--- src/pcs_pkg.sv ---
// Package of register map, field layout and carriers for the PLL synthesizer configuration block
package pcs_pkg;

	// ----------------------------------------------------------------
	// Register offsets
	// ----------------------------------------------------------------
	localparam logic [7:0] ADDR_OUTPUT_ENABLE_MASK    = 8'h09;
	localparam logic [7:0] ADDR_BANK1_SOURCE_DIVISOR  = 8'h0c;
	localparam logic [7:0] ADDR_OSC_DRIVE_CONTROL     = 8'h12;
	localparam logic [7:0] ADDR_LOAD_CAPACITOR_CODE   = 8'h13;
	localparam logic [7:0] ADDR_PUMP_FEEDBACK_UPPER   = 8'h40;
	localparam logic [7:0] ADDR_FEEDBACK_BASE_LOWER   = 8'h41;
	localparam logic [7:0] ADDR_ODD_BIT_PREDIVIDER    = 8'h42;
	localparam logic [7:0] ADDR_CROSSPOINT_SELECT_A   = 8'h44;
	localparam logic [7:0] ADDR_CROSSPOINT_SELECT_B   = 8'h45;
	localparam logic [7:0] ADDR_CROSSPOINT_SELECT_C   = 8'h46;
	localparam logic [7:0] ADDR_BANK2_SOURCE_DIVISOR  = 8'h47;

	// ----------------------------------------------------------------
	// Field positions and fixed bit values
	// ----------------------------------------------------------------
	localparam int         NUM_OUTPUTS       = 6;
	localparam int         GAIN_LSB          = 3;
	localparam int         PUMP_LSB          = 2;
	localparam int         BANK_SRC_BIT      = 7;
	localparam int         ODD_BIT           = 7;
	localparam logic [7:0] DRIVE_FIXED_BITS  = 8'h20;
	localparam logic [2:0] PUMP_FIXED_BITS   = 3'h6;
	localparam logic [5:0] XPT_C_FIXED_BITS  = 6'h3f;

	// ----------------------------------------------------------------
	// Reset values (blank part: all programmable bits zero)
	// ----------------------------------------------------------------
	localparam logic [7:0] RESET_REG_VALUE   = 8'h00;

	// ----------------------------------------------------------------
	// Counter offsets and bank fixed taps
	// ----------------------------------------------------------------
	localparam logic [7:0]  PREDIV_OFFSET    = 8'h02;
	localparam logic [11:0] FEEDBACK_OFFSET  = 12'h004;
	localparam int          BANK1_FIXED_DIV  = 3;
	localparam int          BANK2_FIXED_DIV  = 4;

	// ----------------------------------------------------------------
	// Crosspoint source codes
	// ----------------------------------------------------------------
	localparam logic [2:0] SRC_REFERENCE     = 3'h0;
	localparam logic [2:0] SRC_BANK1_VAR     = 3'h1;
	localparam logic [2:0] SRC_BANK1_HALF    = 3'h2;
	localparam logic [2:0] SRC_BANK1_FIXED   = 3'h3;
	localparam logic [2:0] SRC_BANK2_VAR     = 3'h4;
	localparam logic [2:0] SRC_BANK2_HALF    = 3'h5;
	localparam logic [2:0] SRC_BANK2_FIXED   = 3'h6;

	// ----------------------------------------------------------------
	// Carriers
	// ----------------------------------------------------------------
	typedef struct packed {
		logic       en;
		logic [7:0] addr;
		logic [7:0] data;
	} pcs_wr_type;

	typedef struct packed {
		logic var_clk;
		logic half_clk;
		logic fixed_clk;
	} pcs_bank_out_type;

endpackage : pcs_pkg

--- src/pcs_divider_bank.sv ---
// Post-divider bank with variable, half and fixed taps sharing one alignment point
`timescale 1ns/10ps
module pcs_divider_bank #(
	parameter int FIXED_DIV = 3
) (
	input  wire logic                      i_clk,
	input  wire logic                      i_rst_n,
	input  wire logic                      i_tick,
	input  wire logic [6:0]                i_divisor,
	output pcs_pkg::pcs_bank_out_type      o_taps
);
	import pcs_pkg::*;

	localparam logic [1:0] FIX_LAST = 2'(FIXED_DIV - 1);
	localparam logic [1:0] FIX_HIGH = 2'(FIXED_DIV / 2);

	logic [6:0]       cnt_reg;
	logic [6:0]       cnt_next;
	logic             half_reg;
	logic             half_next;
	logic [1:0]       fix_reg;
	logic [1:0]       fix_next;
	pcs_bank_out_type taps_reg;
	pcs_bank_out_type taps_next;
	logic [6:0]       div_seen_reg;
	wire  logic       restart  = (i_divisor != div_seen_reg);
	wire  logic [6:0] var_last = i_divisor - 7'h01;
	wire  logic [6:0] var_high = 7'((8'(i_divisor) + 8'h01) >> 1);
	wire  logic       wrap     = (cnt_reg >= var_last);

	// Counters; fixed taps restart at the variable wrap so rising edges coincide
	assign cnt_next  = wrap ? 7'h00 : cnt_reg + 7'h01;
	assign half_next = wrap ? 1'b0 : ~half_reg;
	assign fix_next  = (wrap || fix_reg == FIX_LAST) ? 2'h0 : fix_reg + 2'h1;
	assign taps_next = '{var_clk: cnt_next < var_high, half_clk: ~half_next, fixed_clk: fix_next < FIX_HIGH};

	// Advance on each source edge; a new divisor parks all taps low and forces a wrap on the next edge,
	// so the first rise after reprogramming is already aligned
	always_ff @(posedge i_clk or negedge i_rst_n) begin
		if (!i_rst_n) begin
			cnt_reg      <= 7'h00;
			half_reg     <= 1'b0;
			fix_reg      <= 2'h0;
			taps_reg     <= '0;
			div_seen_reg <= RESET_REG_VALUE[6:0];
		end else begin
			div_seen_reg <= i_divisor;
			if (restart) begin
				cnt_reg  <= '1;
				taps_reg <= '0;
			end else if (i_tick) begin
				cnt_reg  <= cnt_next;
				half_reg <= half_next;
				fix_reg  <= fix_next;
				taps_reg <= taps_next;
			end
		end
	end

	assign o_taps = taps_reg;

	// ----------------------------------------------------------------
	// Assertions
	// ----------------------------------------------------------------
	a_half_tap_aligned: assert property (@(posedge i_clk) disable iff (!i_rst_n)
		(i_divisor[1:0] == 2'h0 && i_divisor >= 7'h04 && $stable(i_divisor) && $rose(taps_reg.var_clk))
		|-> $rose(taps_reg.half_clk))
		else $error("half tap not aligned with variable tap");

	a_fixed_tap_aligned: assert property (@(posedge i_clk) disable iff (!i_rst_n)
		(((FIXED_DIV == 3) ? (i_divisor == 7'h06) : (i_divisor[2:0] == 3'h0 && i_divisor >= 7'h08))
		&& $stable(i_divisor) && $rose(taps_reg.var_clk)) |-> $rose(taps_reg.fixed_clk))
		else $error("fixed tap not aligned with variable tap");

endmodule : pcs_divider_bank

--- src/pcs_synth_config.sv ---
// Top of the PLL synthesizer configuration registers and digital divider control
`timescale 1ns/10ps
module pcs_synth_config (
	input  wire logic                   i_clk,
	input  wire logic                   i_rst_n,
	input  pcs_pkg::pcs_wr_type         i_wr,
	input  wire logic [7:0]             i_rd_addr,
	output logic [7:0]                  o_rd_data,
	input  wire logic                   i_ref_pin,
	input  wire logic                   i_vco_pin,
	output logic [1:0]                  o_oscillator_gain_code,
	output logic [7:0]                  o_crystal_tuning_code,
	output logic [2:0]                  o_pump_code,
	output logic                        o_ref_compare_pulse,
	output logic                        o_feedback_compare_pulse,
	output logic [pcs_pkg::NUM_OUTPUTS-1:0] o_clk_out,
	output logic [pcs_pkg::NUM_OUTPUTS-1:0] o_clk_oe_n
);
	import pcs_pkg::*;

	// ----------------------------------------------------------------
	// Register storage
	// ----------------------------------------------------------------
	logic [5:0]  output_enable_bits_reg;
	logic [7:0]  bank1_reg;
	logic [1:0]  gain_reg;
	logic [7:0]  tuning_reg;
	logic [4:0]  pump_upper_reg;
	logic [7:0]  base_lower_reg;
	logic [7:0]  odd_prediv_reg;
	logic [7:0]  xpt_a_reg;
	logic [7:0]  xpt_b_reg;
	logic [1:0]  xpt_c_reg;
	logic [7:0]  bank2_reg;
	logic [7:0]  rd_data_reg;
	logic [7:0]  rd_data_next;

	// Write strobes per address; reserved addresses are left unmapped
	wire logic wr_oe   = i_wr.en && i_wr.addr == ADDR_OUTPUT_ENABLE_MASK;
	wire logic wr_b1   = i_wr.en && i_wr.addr == ADDR_BANK1_SOURCE_DIVISOR;
	wire logic wr_drv  = i_wr.en && i_wr.addr == ADDR_OSC_DRIVE_CONTROL;
	wire logic wr_cap  = i_wr.en && i_wr.addr == ADDR_LOAD_CAPACITOR_CODE;
	wire logic wr_pump = i_wr.en && i_wr.addr == ADDR_PUMP_FEEDBACK_UPPER;
	wire logic wr_low  = i_wr.en && i_wr.addr == ADDR_FEEDBACK_BASE_LOWER;
	wire logic wr_odd  = i_wr.en && i_wr.addr == ADDR_ODD_BIT_PREDIVIDER;
	wire logic wr_xa   = i_wr.en && i_wr.addr == ADDR_CROSSPOINT_SELECT_A;
	wire logic wr_xb   = i_wr.en && i_wr.addr == ADDR_CROSSPOINT_SELECT_B;
	wire logic wr_xc   = i_wr.en && i_wr.addr == ADDR_CROSSPOINT_SELECT_C;
	wire logic wr_b2   = i_wr.en && i_wr.addr == ADDR_BANK2_SOURCE_DIVISOR;

	// Register writes; only programmable fields are stored
	always_ff @(posedge i_clk or negedge i_rst_n) begin
		if (!i_rst_n) begin
			output_enable_bits_reg <= RESET_REG_VALUE[5:0];
			bank1_reg              <= RESET_REG_VALUE;
			gain_reg               <= RESET_REG_VALUE[1:0];
			tuning_reg             <= RESET_REG_VALUE;
			pump_upper_reg         <= RESET_REG_VALUE[4:0];
			base_lower_reg         <= RESET_REG_VALUE;
			odd_prediv_reg         <= RESET_REG_VALUE;
			xpt_a_reg              <= RESET_REG_VALUE;
			xpt_b_reg              <= RESET_REG_VALUE;
			xpt_c_reg              <= RESET_REG_VALUE[1:0];
			bank2_reg              <= RESET_REG_VALUE;
		end else begin
			if (wr_oe)   output_enable_bits_reg <= i_wr.data[5:0];
			if (wr_b1)   bank1_reg      <= i_wr.data;
			if (wr_drv)  gain_reg       <= i_wr.data[GAIN_LSB+1:GAIN_LSB];
			if (wr_cap)  tuning_reg     <= i_wr.data;
			if (wr_pump) pump_upper_reg <= i_wr.data[4:0];
			if (wr_low)  base_lower_reg <= i_wr.data;
			if (wr_odd)  odd_prediv_reg <= i_wr.data;
			if (wr_xa)   xpt_a_reg      <= i_wr.data;
			if (wr_xb)   xpt_b_reg      <= i_wr.data;
			if (wr_xc)   xpt_c_reg      <= i_wr.data[7:6];
			if (wr_b2)   bank2_reg      <= i_wr.data;
		end
	end

	// Readback with fixed bits restored; unmapped addresses read zero
	always_comb begin
		rd_data_next = 8'h00;
		if (i_rd_addr == ADDR_OUTPUT_ENABLE_MASK) begin
			rd_data_next = {2'h0, output_enable_bits_reg};
		end else if (i_rd_addr == ADDR_BANK1_SOURCE_DIVISOR) begin
			rd_data_next = bank1_reg;
		end else if (i_rd_addr == ADDR_OSC_DRIVE_CONTROL) begin
			rd_data_next = DRIVE_FIXED_BITS | {3'h0, gain_reg, 3'h0};
		end else if (i_rd_addr == ADDR_LOAD_CAPACITOR_CODE) begin
			rd_data_next = tuning_reg;
		end else if (i_rd_addr == ADDR_PUMP_FEEDBACK_UPPER) begin
			rd_data_next = {PUMP_FIXED_BITS, pump_upper_reg};
		end else if (i_rd_addr == ADDR_FEEDBACK_BASE_LOWER) begin
			rd_data_next = base_lower_reg;
		end else if (i_rd_addr == ADDR_ODD_BIT_PREDIVIDER) begin
			rd_data_next = odd_prediv_reg;
		end else if (i_rd_addr == ADDR_CROSSPOINT_SELECT_A) begin
			rd_data_next = xpt_a_reg;
		end else if (i_rd_addr == ADDR_CROSSPOINT_SELECT_B) begin
			rd_data_next = xpt_b_reg;
		end else if (i_rd_addr == ADDR_CROSSPOINT_SELECT_C) begin
			rd_data_next = {xpt_c_reg, XPT_C_FIXED_BITS};
		end else if (i_rd_addr == ADDR_BANK2_SOURCE_DIVISOR) begin
			rd_data_next = bank2_reg;
		end
	end

	// ----------------------------------------------------------------
	// Pin synchronisers and edge ticks
	// ----------------------------------------------------------------
	logic [2:0] ref_sync_reg;
	logic [2:0] vco_sync_reg;
	wire  logic ref_level = ref_sync_reg[1];
	wire  logic ref_tick  = ref_sync_reg[1] & ~ref_sync_reg[2];
	wire  logic vco_tick  = vco_sync_reg[1] & ~vco_sync_reg[2];

	// Stage 0 feeds stage 1 only
	always_ff @(posedge i_clk or negedge i_rst_n) begin
		if (!i_rst_n) begin
			ref_sync_reg <= 3'h0;
			vco_sync_reg <= 3'h0;
		end else begin
			ref_sync_reg <= {ref_sync_reg[1:0], i_ref_pin};
			vco_sync_reg <= {vco_sync_reg[1:0], i_vco_pin};
		end
	end

	// ----------------------------------------------------------------
	// Predivider and feedback counters
	// ----------------------------------------------------------------
	logic [7:0]  q_cnt_reg;
	logic [11:0] p_cnt_reg;
	logic        ref_pulse_reg;
	logic        fb_pulse_reg;
	wire  logic [7:0]  q_total = {1'b0, odd_prediv_reg[6:0]} + PREDIV_OFFSET;
	wire  logic [11:0] p_total = {1'b0, pump_upper_reg[1:0], base_lower_reg, 1'b0}
		+ {FEEDBACK_OFFSET[10:0], 1'b0} + {11'h000, odd_prediv_reg[ODD_BIT]};
	wire  logic        q_wrap  = (q_cnt_reg >= q_total - 8'h01);
	wire  logic        p_wrap  = (p_cnt_reg >= p_total - 12'h001);

	// Compare pulses once per divided period
	always_ff @(posedge i_clk or negedge i_rst_n) begin
		if (!i_rst_n) begin
			q_cnt_reg     <= 8'h00;
			p_cnt_reg     <= 12'h000;
			ref_pulse_reg <= 1'b0;
			fb_pulse_reg  <= 1'b0;
		end else begin
			ref_pulse_reg <= ref_tick && q_wrap;
			fb_pulse_reg  <= vco_tick && p_wrap;
			if (ref_tick) q_cnt_reg <= q_wrap ? 8'h00 : q_cnt_reg + 8'h01;
			if (vco_tick) p_cnt_reg <= p_wrap ? 12'h000 : p_cnt_reg + 12'h001;
		end
	end

	// ----------------------------------------------------------------
	// Divider banks with source muxes
	// ----------------------------------------------------------------
	pcs_bank_out_type bank1_taps;
	pcs_bank_out_type bank2_taps;
	wire logic bank1_input_signal = bank1_reg[BANK_SRC_BIT] ? ref_tick : vco_tick;
	wire logic bank2_input_signal = bank2_reg[BANK_SRC_BIT] ? ref_tick : vco_tick;

	pcs_divider_bank #(.FIXED_DIV(BANK1_FIXED_DIV)) u_bank1 (
		.i_clk     (i_clk),
		.i_rst_n   (i_rst_n),
		.i_tick    (bank1_input_signal),
		.i_divisor (bank1_reg[6:0]),
		.o_taps    (bank1_taps)
	);

	pcs_divider_bank #(.FIXED_DIV(BANK2_FIXED_DIV)) u_bank2 (
		.i_clk     (i_clk),
		.i_rst_n   (i_rst_n),
		.i_tick    (bank2_input_signal),
		.i_divisor (bank2_reg[6:0]),
		.o_taps    (bank2_taps)
	);

	// ----------------------------------------------------------------
	// Crosspoint and output enables
	// ----------------------------------------------------------------
	function automatic logic pick_source(input logic [2:0] code, input logic ref_lvl,
		input pcs_bank_out_type b1, input pcs_bank_out_type b2);
		logic s;
		s = 1'b0;
		case (code)
			SRC_REFERENCE:   s = ref_lvl;
			SRC_BANK1_VAR:   s = b1.var_clk;
			SRC_BANK1_HALF:  s = b1.half_clk;
			SRC_BANK1_FIXED: s = b1.fixed_clk;
			SRC_BANK2_VAR:   s = b2.var_clk;
			SRC_BANK2_HALF:  s = b2.half_clk;
			SRC_BANK2_FIXED: s = b2.fixed_clk;
			default:         s = 1'b0;
		endcase
		return s;
	endfunction : pick_source

	wire logic [17:0] xpt_fields = {xpt_a_reg, xpt_b_reg, xpt_c_reg};
	logic [NUM_OUTPUTS-1:0] clk_out_reg;
	logic [NUM_OUTPUTS-1:0] clk_oe_n_reg;
	wire  logic [NUM_OUTPUTS-1:0] clk_out_next;

	// Each output takes its three-bit code, first output in the top bits
	genvar k;
	generate
		for (k = 0; k < NUM_OUTPUTS; k++) begin : g_out
			wire logic [2:0] output_source_select = xpt_fields[17-3*k -: 3];
			assign clk_out_next[k] = output_enable_bits_reg[k]
				& pick_source(output_source_select, ref_level, bank1_taps, bank2_taps);
		end
	endgenerate

	// Output flops
	always_ff @(posedge i_clk or negedge i_rst_n) begin
		if (!i_rst_n) begin
			clk_out_reg  <= '0;
			clk_oe_n_reg <= '1;
			rd_data_reg  <= 8'h00;
		end else begin
			clk_out_reg  <= clk_out_next;
			clk_oe_n_reg <= ~output_enable_bits_reg;
			rd_data_reg  <= rd_data_next;
		end
	end

	assign o_rd_data                = rd_data_reg;
	assign o_oscillator_gain_code   = gain_reg;
	assign o_crystal_tuning_code    = tuning_reg;
	assign o_pump_code              = pump_upper_reg[4:2];
	assign o_ref_compare_pulse      = ref_pulse_reg;
	assign o_feedback_compare_pulse = fb_pulse_reg;
	assign o_clk_out                = clk_out_reg;
	assign o_clk_oe_n               = clk_oe_n_reg;

	// ----------------------------------------------------------------
	// Assertions
	// ----------------------------------------------------------------
	a_pump_bits_fixed: assert property (@(posedge i_clk) disable iff (!i_rst_n)
		(i_rd_addr == ADDR_PUMP_FEEDBACK_UPPER) |=> (o_rd_data[7:5] == PUMP_FIXED_BITS))
		else $error("pump register top bits not fixed");

	a_gain_field_taken: assert property (@(posedge i_clk) disable iff (!i_rst_n)
		wr_drv |=> (o_oscillator_gain_code == $past(i_wr.data[4:3])))
		else $error("gain code not taken from bits 4..3");

	a_tuning_code_taken: assert property (@(posedge i_clk) disable iff (!i_rst_n)
		wr_cap |=> (o_crystal_tuning_code == $past(i_wr.data)))
		else $error("load capacitor code not stored");

	a_prediv_total: assert property (@(posedge i_clk) disable iff (!i_rst_n)
		q_total == {1'b0, odd_prediv_reg[6:0]} + 8'h02 && q_total >= 8'h02 && q_total <= 8'h81)
		else $error("predivider total out of range");

	a_feedback_range: assert property (@(posedge i_clk) disable iff (!i_rst_n)
		p_total >= 12'h008 && p_total <= 12'h807 && p_total[0] == odd_prediv_reg[ODD_BIT])
		else $error("feedback total out of range");

	a_disabled_low: assert property (@(posedge i_clk) disable iff (!i_rst_n)
		(output_enable_bits_reg == 6'h00) |=> (o_clk_out == 6'h00 && o_clk_oe_n == 6'h3f))
		else $error("disabled output not held off");

	a_ref_route: assert property (@(posedge i_clk) disable iff (!i_rst_n)
		(xpt_a_reg[7:5] == SRC_REFERENCE && output_enable_bits_reg[0]) |=> (o_clk_out[0] == $past(ref_level)))
		else $error("reference code not routed");

	a_reserved_code_low: assert property (@(posedge i_clk) disable iff (!i_rst_n)
		(xpt_a_reg[7:5] == 3'h7) |=> (o_clk_out[0] == 1'b0))
		else $error("reserved source code not quiet");

endmodule : pcs_synth_config

--- config.mk ---
export PLATFORM = sky130hd
export DESIGN_NAME = pcs_synth_config
export DESIGN_NICKNAME = d
export VERILOG_FILES = /design/src/pcs_pkg.sv /design/src/pcs_divider_bank.sv /design/src/pcs_synth_config.sv
export SDC_FILE = /design/constraint.sdc
export NUM_CORES = 1
export LEC_CHECK = 0
export BUFFER_PORTS_ARGS = -buffer_cell sky130_fd_sc_hd__buf_4
export CORE_MARGIN = 2
export CORE_UTILIZATION = 55
export CTS_CLUSTER_DIAMETER = 50
export CTS_CLUSTER_SIZE = 40
export DETAILED_ROUTE_END_ITERATION = 12
export MAX_ROUTING_LAYER = met4
export PLACE_DENSITY = 0.74
export SKIP_CTS_REPAIR_TIMING = 1
export SLEW_MARGIN = 20
export SYNTH_ARGS = -nofsm -noshare
export SYNTH_HDL_FRONTEND = slang
export SYNTH_SLANG_ARGS = --single-unit
--- constraint.sdc ---
create_clock -name i_clk -period 7.3 [get_ports i_clk]
set_clock_uncertainty 0.05 [all_clocks]
set_input_delay 1.095 -clock i_clk [delete_from_list [all_inputs] [get_ports i_clk]]
set_output_delay 1.095 -clock i_clk [all_outputs]
set_load 0.02 [all_outputs]
Word level (Yosys, flattened, before mapping) --
Index checks and enable logic that the tools add are counted.
Storage, ports and cells: bits in registers 159, input bits 29, output and inout port bits 35, logic and storage cells 196
Operators by class: add/sub/neg operators 15, magnitude comparators 8, equality and inequality tests 62, muxes and demuxes 35, bitwise logic cells 17, reduce and logical (&&, ||, !) cells 25
Operators by type and width (count):
- == test 8 x 7 -> 1 bit (second input constant) | 14
- two-way mux 8 bit | 12
- == test 3 bit (second input constant) | 18
- two-way mux 7 bit | 6
- case mux 1 bit (7 select lines) | 6
- == test 3 x 2 -> 1 bit (second input constant) | 12
- == test 8 x 4 -> 1 bit (second input constant) | 4
- == test 8 x 5 -> 1 bit (second input constant) | 4
- == test 3 x 1 -> 1 bit (second input constant) | 6
- zero test 3 bit | 6
- adder 7 x 1 -> 8 bit (second input constant) | 2
- adder 7 x 1 -> 7 bit (second input constant) | 2
- greater-or-equal comparator 7 bit | 2
- less-than comparator 7 bit | 2
- inequality test 7 bit | 2
- subtractor 7 x 1 -> 7 bit (second input constant) | 2
- logical AND 1 bit | 13
- adder 11 x 4 -> 12 bit (second input constant) | 1
- adder 12 x 1 -> 12 bit | 1
- adder 12 x 1 -> 12 bit (second input constant) | 1
- greater-or-equal comparator 12 bit | 1
- two-way mux 12 bit | 1
- two-way mux 3 bit | 4
- subtractor 12 x 1 -> 12 bit (second input constant) | 1
- 16 further kinds | 39

Logic depth before layout (Yosys ltp) --
depth in word-level cells 12, mapped depth 18, gate-level depth less buffers 16

By module --
A second synthesis with hierarchy kept.
Unflattened totals: cell total of the unflattened synthesis 889, area, all modules 9400.3 um^2
Modules (own cells, without submodules):
- pcs_synth_config | times used 1, cells each 581, area each 6467.5 um^2, seq. area each 2985.4 um^2
- pcs_divider_bank at u_bank2 | times used 1, cells each 150, area each 1491.4 um^2, seq. area each 500.5 um^2
- pcs_divider_bank at u_bank1 | times used 1, cells each 158, area each 1441.4 um^2, seq. area each 500.5 um^2

Least setup slack after synthesis --
Ideal clock, no wire load.
path type register to register, start register bank1_reg[0], end register u_bank1.taps_reg (netlist bit u_bank1.o_taps[2]), setup time 0.078 ns, arrival time 3.497 ns, required time 7.172 ns, setup slack 3.675 ns, stages on the path, launching flop included 19, path buffers 2, clock period less this slack 3.625 ns, cell sequence dfrtp_1 -> clkbuf_1 -> inv_1 -> ha_1 -> nand2_1 -> nor3_1 -> xnor2_1 -> ha_1 -> nand4_1 -> and3_1 -> o21ai_1 -> clkbuf_1 -> nor2_1 -> ha_1 -> a21o_1 -> a21o_1 -> a2111oi_0 -> o41ai_1 -> a21oi_1
On the way: cells in the longest elaborated chain, start to end 6, elaborated cells between the ends (all ways) 9, those cells by class 2 x add/sub; 2 x order compare; 1 x eq/ne; 3 x mux; 1 x reduce/logical
RTL lines:
- from (decl) | RTL line pcs_synth_config.sv:25 | logic [7:0] bank1_reg;
- from (signal assigned) | RTL line pcs_synth_config.sv:67 | if (wr_b1) bank1_reg <= i_wr.data;
- subtractor 7 x 1 -> 7 bit | RTL line pcs_divider_bank.sv:27 | wire logic [6:0] var_last = i_divisor - 7'h01;
- greater-or-equal comparator 7 bit | RTL line pcs_divider_bank.sv:29 | wire logic wrap = (cnt_reg >= var_last);
- two-way mux 7 bit | RTL line pcs_divider_bank.sv:32 | assign cnt_next = wrap ? 7'h00 : cnt_reg + 7'h01;
- less-than comparator 7 bit | RTL line pcs_divider_bank.sv:35 | assign taps_next = '{var_clk: cnt_next < var_high, half_clk: ~half_next, fixed_clk: fix_next < FIX_HIGH};
- two-way mux 3 bit | RTL line pcs_divider_bank.sv:51 | end else if (i_tick) begin
- two-way mux 3 bit | RTL line pcs_divider_bank.sv:48 | if (restart) begin
- to (signal assigned) | RTL line pcs_divider_bank.sv:55 | taps_reg <= taps_next;
- to (decl) | RTL line pcs_divider_bank.sv:23 | pcs_bank_out_type taps_reg;
Several ways; a longest one is shown, not always the timed one. The select of a mux whose other input is x is not followed. A chain may end at the register's enable or synchronous reset.

Worst setup path in the final report --
Same ends and word-level chain as after synthesis.

==> reports/qor.yml <==
clock_network:
  clockBufferDepth: 2
  cts.sink_count: 159
  cts-htree-levels: 4
  numCtsBuffers: 17
  clockRootBuffer: "clkbuf_16"
  clock_latency_ps: 440
  clk_pin_slew_ps: 70
  cts_tree: "built"
setup_path:
  r2r_cells: 15
  arrival_ps: 4470
  critPathLaunch: "bank1_reg[0]"
  path_max_fanout: 17
  cp-start-kind: "flip-flop"
  cp-end-kind: "flip-flop"
  critical_path_class: "reg2reg"
  crit_required_ps: 7600
  r2r_start: "bank1_reg[0]"
floorplan:
  core_area_um2: 16500
  die_w_um: 133
  design.die.area_um2: 17800
  die_h_um: 133
  initial_utilization_pct: 55.8
  io_pins: 64
  rows: 47
finish:
  mostFrequentLayoutCells: "dfrtp_1, buf_4, nor2_1, ha_1, nand2_1"
  ff_latch_area_um2: 3990
  synthToLayoutAreaGrowth_pct: 13.1
  largest_reg_flops: 12
  final_common_cell: "dfrtp_1"
  finalNonFillerCells: 1160
  fillCellCount: 1340
  multi_input_area_um2: 4880
  nNetsFinal: 1014
  antenna_cells: 0
  drive_gt1_share_pct: 15.5
timing:
  rsz0062_at_grt: "false"
  tightestPinTransition_ps: 1110
  layout_min_cycle_time_ps: 4170
  fmax_ghz: 0.240
  max-slew-margin-rel_pct: 25.3
  drv_slew: 0
  fin_setup_tns_ps: 0
  fin_crit_sh_pct: 57.2
  setup_viol: 0
  finalHoldViolations: 0
pwr:
  leakage_nw: 4.76
  powerDensity_nw_per_um2: 294
  irDropWorstVdd_uv: 168
route:
  vias: 6917
  wl_per_cell_um: 18.8
  drc: 0
  wl_um: 21800
  drt_iter0_markers: 662
  via_per_inst: 5.96
  drtPass1Iterations: 5
  postRouteAntennaNets: 0
placed_design:
  routabilityCongestion: 0.876
  io_buffer_count: 63
  dp_cells: 1128
  dp_hpwl_um: 15600
global_routing:
  overflow: 0
  antenna_found_initial: 0
  grt.total_usage_pct: 26.1
  grt_use_met3_pct: 4.76
  grt_max_degree: 86
  grt_pass1_wl_um: 35100
  grt_pass1_vias: 6517
  met1_usage_pct: 37.3
  gr-max-usage-layer: "met2"
  grt_use_met2_pct: 37.8
synthesis:
  synth_edf_count: 0
  synth_cell_types: 66
  syn_inst: 882
  avgSynthCellArea_um2: 10.4
  syn_nets: 969
  syn-cell-area_um2: 9190
  synthArstFlopShare_pct: 100
  synthTopCellsByArea: "dfrtp_1, ha_1, mux2_1, mux2_2, xnor2_1"
  yosysWarnings: 0
  synth-seq-cells: 159
  ys_seq_area_share_pct: 43.4
  synth_ff_type: "dfrtp_1"
  synth_area_leader_cell: "dfrtp_1"
  synth_top_area_share_pct: 41.7
outcome:
  status: "completed"
flow_run:
  cap_violations: 0
hold_path:
  holdCritPathClass: "reg2reg"
  min_from: "ref_sync_reg[0]"
  hold_path_depth: 0
-- power breakdown --
| group | internal (mW) | switching [mW] |
|---|---|---|
| sequential | 0.990 | 0.155 |
| combinational | 0.444 | 0.558 |
| clock | 0.515 | 0.393 |
-- worst max-delay path: stages, from the launching register on --
cell       delay (ps)
dfrtp_1           490
inv_1             150
ha_1              210
nand2_1           100
nor3_1            190
xnor2_1            90
ha_1              330
nand4_1           100
o21ai_1           820
nor2_1            160
ha_1              350
a21o_1            160
a21o_1            170
a2111oi_0         420
o41ai_1           140
a21oi_1           150
-- per-layer routing --
metal	part of all wire, %	up-vias	wire, um
met5	0	-	0
met4	2.0	0	446
met3	5.9	40	1280
met2	45	215	9730
met1	48	3355	10400
li1	-	3307	-
-- cells in the mapped netlist, drive strengths merged, types with 4 or more instances --
| cell | n |
|---|---|
| a2111oi | 6 |
| a211o | 4 |
| a21o | 9 |
| a21oi | 33 |
| a221o | 18 |
| a31oi | 4 |
| and2 | 5 |
| and3 | 16 |
| buf | 10 |
| clkbuf | 30 |
| dfrtp | 153 |
| dfstp | 6 |
| ha | 58 |
| inv | 40 |
| mux2 | 72 |
| mux2i | 14 |
| mux4 | 6 |
| nand2 | 51 |
| nand2b | 14 |
| nand3 | 28 |
| nand3b | 11 |
| nand4 | 18 |
| nor2 | 62 |
| nor2b | 12 |
| nor3 | 22 |
| nor4 | 4 |
| o211ai | 6 |
| o21ai | 46 |
| o311ai | 5 |
| or3 | 6 |
| xnor2 | 37 |
| xor2 | 33 |
-- stage by stage --
| step | total power [mW] | hold WS, ps | setup WS, ps | util (%) | area [um^2] |
|---|---|---|---|---|---|
| after CTS | 3.06 | 300 | 3160 | 63.1 | 10400 |
| after global routing | 3.26 | 303 | 2760 | 63.1 | 10400 |
| final | 3.05 | 297 | 3130 | 63.1 | 10400 |
| after detailed placement | 2.14 | 287 | 3200 | 59.5 | 9790 |
| after global placement | 2.10 | 282 | 3440 | 59.5 | 9790 |
| after floorplan | 1.87 | 281 | 3670 | - | 9190 |
-- cell type report --
type                       instances  area share, %
clock inverter                    15           1.66
tap                              220           2.65
sequential                       159           38.4
multi-input combinational        643           47.0
clock buffer                      17           4.09
inverter                          40           1.44
timing repair buffer              66           4.80
-- cells by family after synthesis --
group | after synthesis | share of synthesized area (%)
XOR/XNOR | 70 | 6.67
AND/OR/NAND/NOR | 266 | 15.2
buffers and inverters | 80 | 3.50
multiplexers | 92 | 11.8
AO/OA/AOI/OAI | 157 | 11.5
flip-flops | 159 | 43.4
adder cells (fa/ha/maj) | 58 | 7.90
-- path summary, 6_finish.rpt --
kind	endpoint	slack, ps
setup / recovery	u_bank1.o_taps[2]	3130
hold / removal	ref_sync_reg[1]	300
setup reg to reg	u_bank1.o_taps[2]	3130
hold reg to reg	ref_sync_reg[1]	300
max in group asynchronous	q_cnt_reg[6]	5090
min in group asynchronous	o_feedback_compare_pulse	660
Power figures use the tool's default switching activity.
